`src/rtl/pst_pkg.sv`:
```
// Shared constants and types of the PCI slave target port.
package pst_pkg;
  // Bus command codes seen on the byte enable lines in the address phase.
  localparam logic [3:0] CMD_IO_RD = 4'h2;
  localparam logic [3:0] CMD_IO_WR = 4'h3;
  localparam logic [3:0] CMD_MEM_RD = 4'h6;
  localparam logic [3:0] CMD_MEM_WR = 4'h7;
  localparam logic [3:0] CMD_CFG_RD = 4'hA;
  localparam logic [3:0] CMD_CFG_WR = 4'hB;
  localparam logic [3:0] CMD_MEM_RD_MULT = 4'hC;
  localparam logic [3:0] CMD_MEM_RD_LINE = 4'hE;
  localparam logic [3:0] CMD_MEM_WR_INV = 4'hF;

  // Address bits below these positions lie inside a window.
  localparam int WIN_LSB = 5;
  localparam int ROM_LSB = 20;

  // Configuration space word indices held by this block.
  localparam logic [5:0] CFG_IDX_ID = 6'h00;
  localparam logic [5:0] CFG_IDX_CMD = 6'h01;
  localparam logic [5:0] CFG_IDX_IOBAR = 6'h04;
  localparam logic [5:0] CFG_IDX_MEMBAR = 6'h05;
  localparam logic [5:0] CFG_IDX_ROMBAR = 6'h0C;

  // Field positions inside configuration words.
  localparam int CMD_IOEN_BIT = 0;
  localparam int CMD_MEMEN_BIT = 1;
  localparam int STAT_FBB_BIT = 23;
  localparam int ROM_EN_BIT = 0;
  localparam int IOBAR_SPACE_BIT = 0;

  // Values after reset.
  localparam logic [1:0] CMD_RST = 2'h0;
  localparam logic [26:0] BASE_RST = 27'h0000000;
  localparam logic [11:0] ROM_BASE_RST = 12'h000;

  // Resource spaces on the internal access port.
  localparam logic [1:0] SPACE_IO = 2'h0;
  localparam logic [1:0] SPACE_MEM = 2'h1;
  localparam logic [1:0] SPACE_ROM = 2'h2;

  // Kind of access claimed in an address phase.
  typedef enum logic [2:0] {
    KIND_NONE, KIND_CFG, KIND_IO, KIND_MEM, KIND_ROM
  } pst_kind_t;

  // One request to the internal register resources or boot ROM.
  typedef struct packed {
    logic req;
    logic write;
    logic [1:0] space;
    logic [19:0] addr;
    logic [3:0] be;
    logic [31:0] wdata;
  } pst_res_t;

  // Decode settings taken from configuration space.
  typedef struct packed {
    logic io_en;
    logic mem_en;
    logic [26:0] io_base;
    logic [26:0] mem_base;
    logic rom_en;
    logic [11:0] rom_base;
  } pst_map_t;

  localparam pst_res_t RES_RST = '0;
endpackage

```
`src/rtl/pst_cfg_space.sv`:
```
// Configuration space words that steer the address decode.
module pst_cfg_space #(
  parameter logic [31:0] ID_WORD = 32'h0001_0001 // Arbitrary value.
) (
  input logic core_clk, // Bus clock.
  input logic arst_n, // Asynchronous reset, active low.
  input logic wr_en, // One-cycle write strobe.
  input logic [5:0] idx, // Word index.
  input logic [3:0] be, // Byte enables, active high.
  input logic [31:0] wdata, // Write data.
  output logic [31:0] rdata, // Read data of the indexed word.
  output pst_pkg::pst_map_t map // Decode settings.
);
  import pst_pkg::*;

  logic [1:0] cmd_ff;
  logic [26:0] io_base_ff;
  logic [26:0] mem_base_ff;
  logic rom_en_ff;
  logic [11:0] rom_base_ff;
  logic [31:0] nxt_word;

  // Merge the enabled bytes of a write into the current word.
  function automatic logic [31:0] merge(input logic [31:0] old_w,
                                        input logic [31:0] new_w,
                                        input logic [3:0] en);
    logic [31:0] w;
    w = old_w;
    for (int i = 0; i < 4; i++) begin
      if (en[i]) begin
        w[i*8 +: 8] = new_w[i*8 +: 8];
      end
    end
    return w;
  endfunction

  // Read mux; unimplemented words read as zero.
  always_comb begin
    rdata = 32'h0000_0000;
    case (idx)
      CFG_IDX_ID: rdata = ID_WORD;
      CFG_IDX_CMD: begin
        rdata[1:0] = cmd_ff;
        rdata[STAT_FBB_BIT] = 1'b1; // [RL16]
      end
      CFG_IDX_IOBAR: begin
        rdata[31:WIN_LSB] = io_base_ff; // [RL19]
        rdata[IOBAR_SPACE_BIT] = 1'b1;
      end
      CFG_IDX_MEMBAR: rdata[31:WIN_LSB] = mem_base_ff; // [RL19]
      CFG_IDX_ROMBAR: begin
        rdata[31:ROM_LSB] = rom_base_ff; // [RL20]
        rdata[ROM_EN_BIT] = rom_en_ff;
      end
      default: rdata = 32'h0000_0000;
    endcase
  end

  assign nxt_word = merge(rdata, wdata, be); // [RL11]

  // Register writes; a read-only bit is simply never stored.
  always_ff @(posedge core_clk or negedge arst_n) begin
    if (!arst_n) begin
      cmd_ff <= CMD_RST;
      io_base_ff <= BASE_RST;
      mem_base_ff <= BASE_RST;
      rom_en_ff <= 1'b0;
      rom_base_ff <= ROM_BASE_RST;
    end else if (wr_en) begin
      case (idx)
        CFG_IDX_CMD: cmd_ff <= nxt_word[1:0];
        CFG_IDX_IOBAR: io_base_ff <= nxt_word[31:WIN_LSB];
        CFG_IDX_MEMBAR: mem_base_ff <= nxt_word[31:WIN_LSB];
        CFG_IDX_ROMBAR: begin
          rom_base_ff <= nxt_word[31:ROM_LSB];
          rom_en_ff <= nxt_word[ROM_EN_BIT];
        end
        default: ;
      endcase
    end
  end

  // One driver for the whole word keeps every tool happy with the struct.
  assign map = '{io_en: cmd_ff[CMD_IOEN_BIT], mem_en: cmd_ff[CMD_MEMEN_BIT],
                 io_base: io_base_ff, mem_base: mem_base_ff,
                 rom_en: rom_en_ff, rom_base: rom_base_ff};
endmodule

```
`src/rtl/pst_slave_host_port_unit.sv`:
```
// PCI slave target: decode, medium DEVSEL, fixed data phase, disconnects.

// Operation
// RL1: I/O read returns data from the internal register resources.
// RL2: I/O write stores into the addressed internal register.
// RL3: Memory read serves mapped registers, or the boot ROM in its window.
// RL4: Memory write stores into the mapped internal registers.
// RL5: Configuration read returns a configuration space word.
// RL6: Configuration write stores into configuration space.
// RL7: Read multiple and read line act as read; write invalidate as write.
// RL8: Configuration claimed only with IDSEL high and address bits 1:0 zero.
// RL9: Address bits 7:2 pick the configuration word.
// RL10: Address bits 31:8 are ignored on configuration accesses.
// RL11: Byte enables pick the bytes; 8, 16 and 32-bit transfers work.
// RL12: DEVSEL goes active two clocks after FRAME goes active.
// RL13: TRDY goes active on the third clock of the data phase.
// RL14: A second data phase is answered with a disconnect.
// RL15: While the EEPROM loads, claimed accesses end in retry.
// RL16: Fast back-to-back capable status bit reads as one.
// RL17: An address phase right after another target's data phase is seen.
// RL18: Register resources span 32 bytes on a 32-byte aligned base.
// RL19: I/O and memory base registers place the register window.
// RL20: Boot ROM of 1 Mbyte sits on a 1-Mbyte aligned base.
// RL21: Busy disconnect drives STOP with DEVSEL, TRDY idle, until the end.
// RL22: I/O and memory accesses are claimed only when enabled.
// RL23: Acknowledge, special, dual address and reserved codes are ignored.
// RL24: The initiator retries until the access completes normally.
module pst_slave_host_port_unit #(
  parameter logic [31:0] ID_WORD = 32'h0001_0001 // Arbitrary value.
) (
  input logic core_clk, // Bus clock.
  input logic arst_n, // Asynchronous reset, active low.
  input logic frame_n, // Cycle frame, active low.
  input logic irdy_n, // Initiator ready, active low.
  input logic idsel, // Configuration select, active high.
  input logic [3:0] cbe_n, // Command or byte enables, active low.
  input logic [31:0] ad_in, // Address and data from the bus.
  output logic [31:0] ad_out, // Read data onto the bus.
  output logic ad_oe_n, // Low while this block drives the data lines.
  output logic devsel_n, // Device select, active low.
  output logic trdy_n, // Target ready, active low.
  output logic stop_n, // Stop, active low.
  output logic ctl_oe_n, // Low while DEVSEL, TRDY and STOP are driven.
  input logic eeprom_busy, // EEPROM load in progress, active high.
  output pst_pkg::pst_res_t res, // Request to internal resources.
  input logic [31:0] res_rdata // Reply, valid while a read request is high.
);
  import pst_pkg::*;

  typedef enum logic [2:0] {
    ST_IDLE, ST_CLAIM, ST_WAIT, ST_DATA, ST_TERM, ST_TURN
  } pst_state_t;

  pst_state_t state_ff;
  pst_state_t nxt_state;
  pst_kind_t kind_ff;
  pst_kind_t dec_kind;
  pst_map_t map;
  pst_res_t res_ff;
  logic frame_q_ff;
  logic write_ff;
  logic retry_ff;
  logic [31:0] addr_ff;
  logic [3:0] be_ff;
  logic [31:0] ad_out_ff;
  logic ad_oe_n_ff;
  logic devsel_n_ff;
  logic trdy_n_ff;
  logic stop_n_ff;
  logic ctl_oe_n_ff;
  logic start;
  logic take;
  logic xfer;
  logic done_term;
  logic cfg_wr;
  logic [31:0] cfg_rdata;

  // True when an address falls in a 32-byte window at the given base.
  function automatic logic win_hit(input logic [31:0] a,
                                   input logic [26:0] base);
    return a[31:WIN_LSB] == base; // [RL18]
  endfunction

  // Decide which kind of access, if any, an address phase claims.
  function automatic pst_kind_t decode(input logic [3:0] c,
                                       input logic sel,
                                       input logic [31:0] a,
                                       input pst_map_t m);
    pst_kind_t k;
    k = KIND_NONE;
    case (c)
      CMD_CFG_RD, CMD_CFG_WR: begin
        if (sel && a[1:0] == 2'h0) begin
          k = KIND_CFG; // [RL5] [RL6] [RL8] [RL10]
        end
      end
      CMD_IO_RD, CMD_IO_WR: begin
        if (m.io_en && win_hit(a, m.io_base)) begin
          k = KIND_IO; // [RL19] [RL22]
        end
      end
      CMD_MEM_RD, CMD_MEM_RD_MULT, CMD_MEM_RD_LINE, CMD_MEM_WR,
      CMD_MEM_WR_INV: begin
        if (m.mem_en && win_hit(a, m.mem_base)) begin
          k = KIND_MEM; // [RL7] [RL19] [RL22]
        end else if (m.mem_en && m.rom_en &&
                     a[31:ROM_LSB] == m.rom_base) begin
          k = KIND_ROM; // [RL3] [RL20]
        end
      end
      default: k = KIND_NONE; // [RL23]
    endcase
    return k;
  endfunction

  // Configuration words live in their own small register file.
  pst_cfg_space #(
    .ID_WORD(ID_WORD)
  ) u_cfg (
    .core_clk(core_clk),
    .arst_n(arst_n),
    .wr_en(cfg_wr),
    .idx(addr_ff[7:2]),
    .be(~cbe_n),
    .wdata(ad_in),
    .rdata(cfg_rdata),
    .map(map)
  );

  // An address phase is the first clock with FRAME low. The idle level
  // of IRDY is not required, so a phase that directly follows another
  // target's last data phase is still caught.
  always_ff @(posedge core_clk or negedge arst_n) begin
    if (!arst_n) begin
      frame_q_ff <= 1'b1;
    end else begin
      frame_q_ff <= frame_n;
    end
  end

  assign start = frame_q_ff && !frame_n; // [RL17]
  assign dec_kind = decode(cbe_n, idsel, ad_in, map);
  assign take = start && dec_kind != KIND_NONE &&
                (state_ff == ST_IDLE || state_ff == ST_TURN);
  assign xfer = state_ff == ST_DATA && !irdy_n;
  assign done_term = state_ff == ST_TERM && frame_n && !irdy_n;
  assign cfg_wr = xfer && write_ff && kind_ff == KIND_CFG; // [RL6] [RL9]

  // Cycle sequence; every claimed access that is not retried reaches the data state after the same fixed wait.
  always_comb begin
    nxt_state = state_ff;
    case (state_ff)
      ST_IDLE, ST_TURN: nxt_state = take ? ST_CLAIM : ST_IDLE;
      ST_CLAIM: nxt_state = retry_ff ? ST_TERM : ST_WAIT;
      ST_WAIT: nxt_state = ST_DATA;
      ST_DATA: begin
        if (xfer) begin
          nxt_state = !frame_n ? ST_TERM : ST_TURN;
        end
      end
      ST_TERM: nxt_state = done_term ? ST_TURN : ST_TERM;
      default: nxt_state = ST_IDLE;
    endcase
  end

  // State register.
  always_ff @(posedge core_clk or negedge arst_n) begin
    if (!arst_n) begin
      state_ff <= ST_IDLE;
    end else begin
      state_ff <= nxt_state;
    end
  end

  // Latch the address phase. The busy level is caught here so that a
  // load ending mid-cycle cannot turn a retry into a half transfer.
  always_ff @(posedge core_clk or negedge arst_n) begin
    if (!arst_n) begin
      kind_ff <= KIND_NONE;
      write_ff <= 1'b0;
      retry_ff <= 1'b0;
      addr_ff <= 32'h0000_0000;
    end else if (take) begin
      kind_ff <= dec_kind;
      write_ff <= cbe_n[0]; // [RL7]
      retry_ff <= eeprom_busy; // [RL15]
      addr_ff <= ad_in;
    end
  end

  // Byte enables of the data phase, held but not used; the read request takes cbe_n directly.
  always_ff @(posedge core_clk or negedge arst_n) begin
    if (!arst_n) begin
      be_ff <= 4'h0;
    end else if (state_ff == ST_CLAIM) begin
      be_ff <= ~cbe_n; // [RL11]
    end
  end

  // Target control lines. DEVSEL waits one clock past the fast slot,
  // which leaves a full turnaround after another target lets go.
  always_ff @(posedge core_clk or negedge arst_n) begin
    if (!arst_n) begin
      devsel_n_ff <= 1'b1;
      trdy_n_ff <= 1'b1;
      stop_n_ff <= 1'b1;
      ctl_oe_n_ff <= 1'b1;
    end else begin
      case (state_ff)
        ST_CLAIM: begin
          devsel_n_ff <= 1'b0; // [RL12]
          ctl_oe_n_ff <= 1'b0;
          if (retry_ff) begin
            stop_n_ff <= 1'b0; // [RL15] [RL21]
          end
        end
        ST_WAIT: begin
          trdy_n_ff <= 1'b0; // [RL13]
          if (!frame_n && !irdy_n) begin
            stop_n_ff <= 1'b0; // [RL14]
          end
        end
        ST_DATA: begin
          if (xfer) begin
            trdy_n_ff <= 1'b1;
            if (!frame_n) begin
              stop_n_ff <= 1'b0; // [RL14]
            end else begin
              devsel_n_ff <= 1'b1;
              stop_n_ff <= 1'b1;
            end
          end
        end
        ST_TERM: begin
          if (done_term) begin
            devsel_n_ff <= 1'b1; // [RL21]
            stop_n_ff <= 1'b1;
          end
        end
        ST_TURN: ctl_oe_n_ff <= 1'b1;
        default: ;
      endcase
    end
  end

  // Data lines. The first data clock is left free for turnaround.
  always_ff @(posedge core_clk or negedge arst_n) begin
    if (!arst_n) begin
      ad_oe_n_ff <= 1'b1;
      ad_out_ff <= 32'h0000_0000;
    end else begin
      if (state_ff == ST_CLAIM && !retry_ff && !write_ff) begin
        ad_oe_n_ff <= 1'b0;
      end else if (xfer || done_term) begin
        ad_oe_n_ff <= 1'b1;
      end
      if (state_ff == ST_WAIT) begin
        if (kind_ff == KIND_CFG) begin
          ad_out_ff <= cfg_rdata; // [RL5] [RL9]
        end else begin
          ad_out_ff <= res_rdata; // [RL1] [RL3]
        end
      end
    end
  end

  // Internal resource port. Reads are asked once per access, so a read
  // with side effects is never repeated by a slow initiator. Writes to
  // the boot ROM window are accepted on the bus and dropped.
  always_ff @(posedge core_clk or negedge arst_n) begin
    if (!arst_n) begin
      res_ff <= RES_RST;
    end else begin
      res_ff.req <= 1'b0;
      if (state_ff == ST_CLAIM && !retry_ff && !write_ff &&
          kind_ff != KIND_CFG) begin
        res_ff.req <= 1'b1; // [RL1] [RL3]
        res_ff.write <= 1'b0;
        res_ff.be <= ~cbe_n;
      end else if (xfer && write_ff &&
                   (kind_ff == KIND_IO || kind_ff == KIND_MEM)) begin
        res_ff.req <= 1'b1; // [RL2] [RL4]
        res_ff.write <= 1'b1;
        res_ff.be <= ~cbe_n; // [RL11]
        res_ff.wdata <= ad_in;
      end
      if (state_ff == ST_CLAIM) begin
        case (kind_ff)
          KIND_IO: res_ff.space <= SPACE_IO;
          KIND_MEM: res_ff.space <= SPACE_MEM;
          default: res_ff.space <= SPACE_ROM;
        endcase
        if (kind_ff == KIND_ROM) begin
          res_ff.addr <= addr_ff[19:0]; // [RL20]
        end else begin
          res_ff.addr <= {15'h0000, addr_ff[4:0]}; // [RL18]
        end
      end
    end
  end

  assign ad_out = ad_out_ff;
  assign ad_oe_n = ad_oe_n_ff;
  assign devsel_n = devsel_n_ff;
  assign trdy_n = trdy_n_ff;
  assign stop_n = stop_n_ff;
  assign ctl_oe_n = ctl_oe_n_ff;
  assign res = res_ff;
endmodule
```
`config.mk`:
```
export PLATFORM = sky130hd
export DESIGN_NAME = pst_slave_host_port_unit
export DESIGN_NICKNAME = d
export VERILOG_FILES = /design/src/rtl/pst_pkg.sv /design/src/rtl/pst_cfg_space.sv /design/src/rtl/pst_slave_host_port_unit.sv
export SDC_FILE = /design/constraint.sdc
export NUM_CORES = 1
export LEC_CHECK = 0
export ABC_AREA = 1
export BUFFER_PORTS_ARGS = -buffer_cell sky130_fd_sc_hd__buf_2
export CAP_MARGIN = 20
export CORE_MARGIN = 2
export CORE_UTILIZATION = 25
export DETAILED_ROUTE_END_ITERATION = 6
export SYNTH_ARGS = -nofsm -noshare
export SYNTH_HDL_FRONTEND = slang
export SYNTH_HIERARCHICAL = 1
export SYNTH_SLANG_ARGS = --single-unit
```
`constraint.sdc`:
```
create_clock -name core_clk -period 3.6 [get_ports core_clk]
set_input_delay 0.54 -clock core_clk [delete_from_list [all_inputs] [get_ports core_clk]]
set_output_delay 0.54 -clock core_clk [all_outputs]
set_load 0.005 [all_outputs]
```
==> results.ini <==
[critical_path]
cp_slowest_cell=nor2_8
worstPathArrival_ps=3020
cp-end-kind=register
cp_cell_sequence=inv_2, nand3_2, nor2_2, inv_2, nor3_1, inv_1, nor2_8, inv_2, nand2_1, nand2_1
cp_slowest_stage_delay_ps=530
criticalPathCategory=register to register
critPathMaxFanout=28
crit_path_frequent_cell=inv_2
cp-start-kind=register
required_ps=3950
worstRegToRegCells=10

[logic_synthesis]
synthCells=1365
syn_area_sq_um=10290
yosys.cell_types.count=38
netlist_top_cells_area=dfrtp_1, nand2_1, nand3_1
ys_seq_area_share_pct=47.51
synthFlopType=dfrtp_1
yosysWarnings=6
synth_edf_count=0
avgSynthCellArea_sq_um=7.537
ys_ff_latch=195
synthArstFlopShare_pct=100.0
yosys.area.top_type_share_pct=45.97
yosysTopAreaCell=dfrtp_1

[timing]
worst_pin_slew_ps=954.5
hold_violations=0
setup_tns_ps=0
max_freq_mhz=374.2
finClkSkew_ps=12.14
setup_viol=0
timing.final.crit_share_pct=74.24
rsz0062_at_grt=false
period_needed_ps=2673
drv_slew=0
relSlewSlack_pct=36.13

[job]
drv_cap=0

[clocking]
post_cts_hold_buffer_count=0
worst_skew_pair.late_latency_ps=460
cts_resized=0
cts_tree=built
cts_buffers=17
cts.clk_slew.worst_paths_ps=90
post_cts_buffers=0
htreeDepth=4
cts.sinks=195
cts_buffer_depth=2
root_buffer=clkbuf_16

[global_route]
antenna_found_initial=2
grt_pass1_wl_um=55870
grt_usage_pct=17.65
gr-total-overflow=0
grt_start_max_net_pins=85
grt_pass1_vias=9072

[finish]
antenna_cells=0
fillCellCount=4434
most-common-layout-cells=nand2_1, dfrtp_1, buf_2
area_growth_syn_to_layout_pct=19.39
fin_nets=1587
final_common_cell=nand2_1
drive_above_1_share_pct=19.13

[route]
vias=9596
ant_nets=0
first_pass_iters=5
drc=0
routed_wl_um=37440
avgViaCountPerCell=4.663
drt-wirelength-per-cell_um=18.19
drt_iter0_markers=850

[outcome]
status=complete, no violations

[die]
die_y_um=206.9
coreArea_sq_um=40740
rows=74
floorplan.initialDensity_pct=25.25
fp.dieW_um=206.9
io_pins=171
die_area_sq_um=42790

[placement]
io_buffers=170
place.gp.congestion=0.9462
hpwl_um=27520

[power]
p_per_area_nw_per_um2=517.4
power.leakage_nw=6.553
ir_worst_vdd_v=0.0003707
power_mw=6.354

[worst_hold_path]
worstHoldPathType=input port to async pin

-- power breakdown --
part | switching (mW) | leakage (nW) | internal (mW)
combinational | 0.950 | 3.77 | 0.543
sequential | 0.243 | 2.48 | 2.55
clock | 1.09 | 0.307 | 0.978
total | 2.28 | 6.55 | 4.07
-- synth_stat cells, drive strengths merged (2+ instances only) --
master,number
o211ai,14
buf,33
nor3,9
xor2,7
nand2,495
nor2,99
a21oi,6
inv,120
o21ai,118
dfrtp,189
clkbuf,23
xnor2,25
or2,35
nand4,45
dfstp,6
a211oi,2
nand3,132
-- cell families (layout without fill, tap and decap cells) --
family                 count (synthesis)  after routing  share of synthesized area, %
buffers and inverters                177            336                         7.334
flip-flops                           195            195                         47.51
AO/OA/AOI/OAI                        143            143                         7.808
XOR/XNOR                              32             32                         2.724
AND/OR/NAND/NOR                      817            817                         34.59
other                                  1              3                       0.03645
-- metrics by stage --
stage | hold slack, ps | utilization [%] | std cells | setup WS (ps) | instance area [sq um]
floorplan | 244.4 | - | 1367 | 1297 | 10290
global placement | 451.6 | 28.57 | 2026 | 833.7 | 11640
detailed placement | 452.9 | 28.57 | 2026 | 834.4 | 11640
CTS | 140.6 | 30.15 | 2058 | 949.1 | 12280
global route | 135.9 | 30.15 | 2058 | 753.5 | 12280
finish | 114.7 | 30.15 | 2058 | 927.4 | 12280
-- final timing paths --
kind                             start                   to  slack, ps
setup / recovery           state_ff[2]  u_cfg/io_base_ff[6]        930
hold / removal                  arst_n               res[4]        110
setup reg to reg           state_ff[2]  u_cfg/io_base_ff[6]        930
hold reg to reg               devsel_n             devsel_n        470
max in group asynchronous       arst_n            ad_out[1]       2540
min in group core_clk          frame_n           frame_q_ff        190
-- worst max-delay path, delay by kind of cell (launching register included) --
family	cells	cell delay (ps)
buffers and inverters	4	880
flip-flops	1	490
AND/OR/NAND/NOR	6	1160
-- per-layer routing --
metal	vias up	GRT usage, %	wire length [um]
met5	-	0	21
li1	4655	-	-
met3	35	3.878	2660
met2	343	28.61	17590
met1	4559	23.69	16480
met4	4	4.889	688
-- flip-flops by register name, indices dropped and copies added (netlist names) --
name and count:
stop_n 1, u_cfg/mem_base_ff 27, res 60, state_ff 3, u_cfg/io_base_ff 27, u_cfg/cmd_ff 2
retry_ff 1, ad_out 32, kind_ff 3, ctl_oe_n 1, trdy_n 1, frame_q_ff 1
ad_oe_n 1, devsel_n 1, u_cfg/rom_en_ff 1, u_cfg/rom_base_ff 12, addr_ff 20, write_ff 1
-- area by class of cell --
type | count | area (sq um) | area share, %
flip-flops and latches | 195 | 4887 | 39.79
repair buffers | 183 | 969.7 | 7.895
inverters | 121 | 454.2 | 3.698
well taps | 532 | 665.6 | 5.420
multi-input cells | 995 | 4663 | 37.97
clock inverters | 15 | 216.5 | 1.762
clock buffers | 17 | 425.4 | 3.464
No activity file was read; power rests on OpenSTA's default activity.
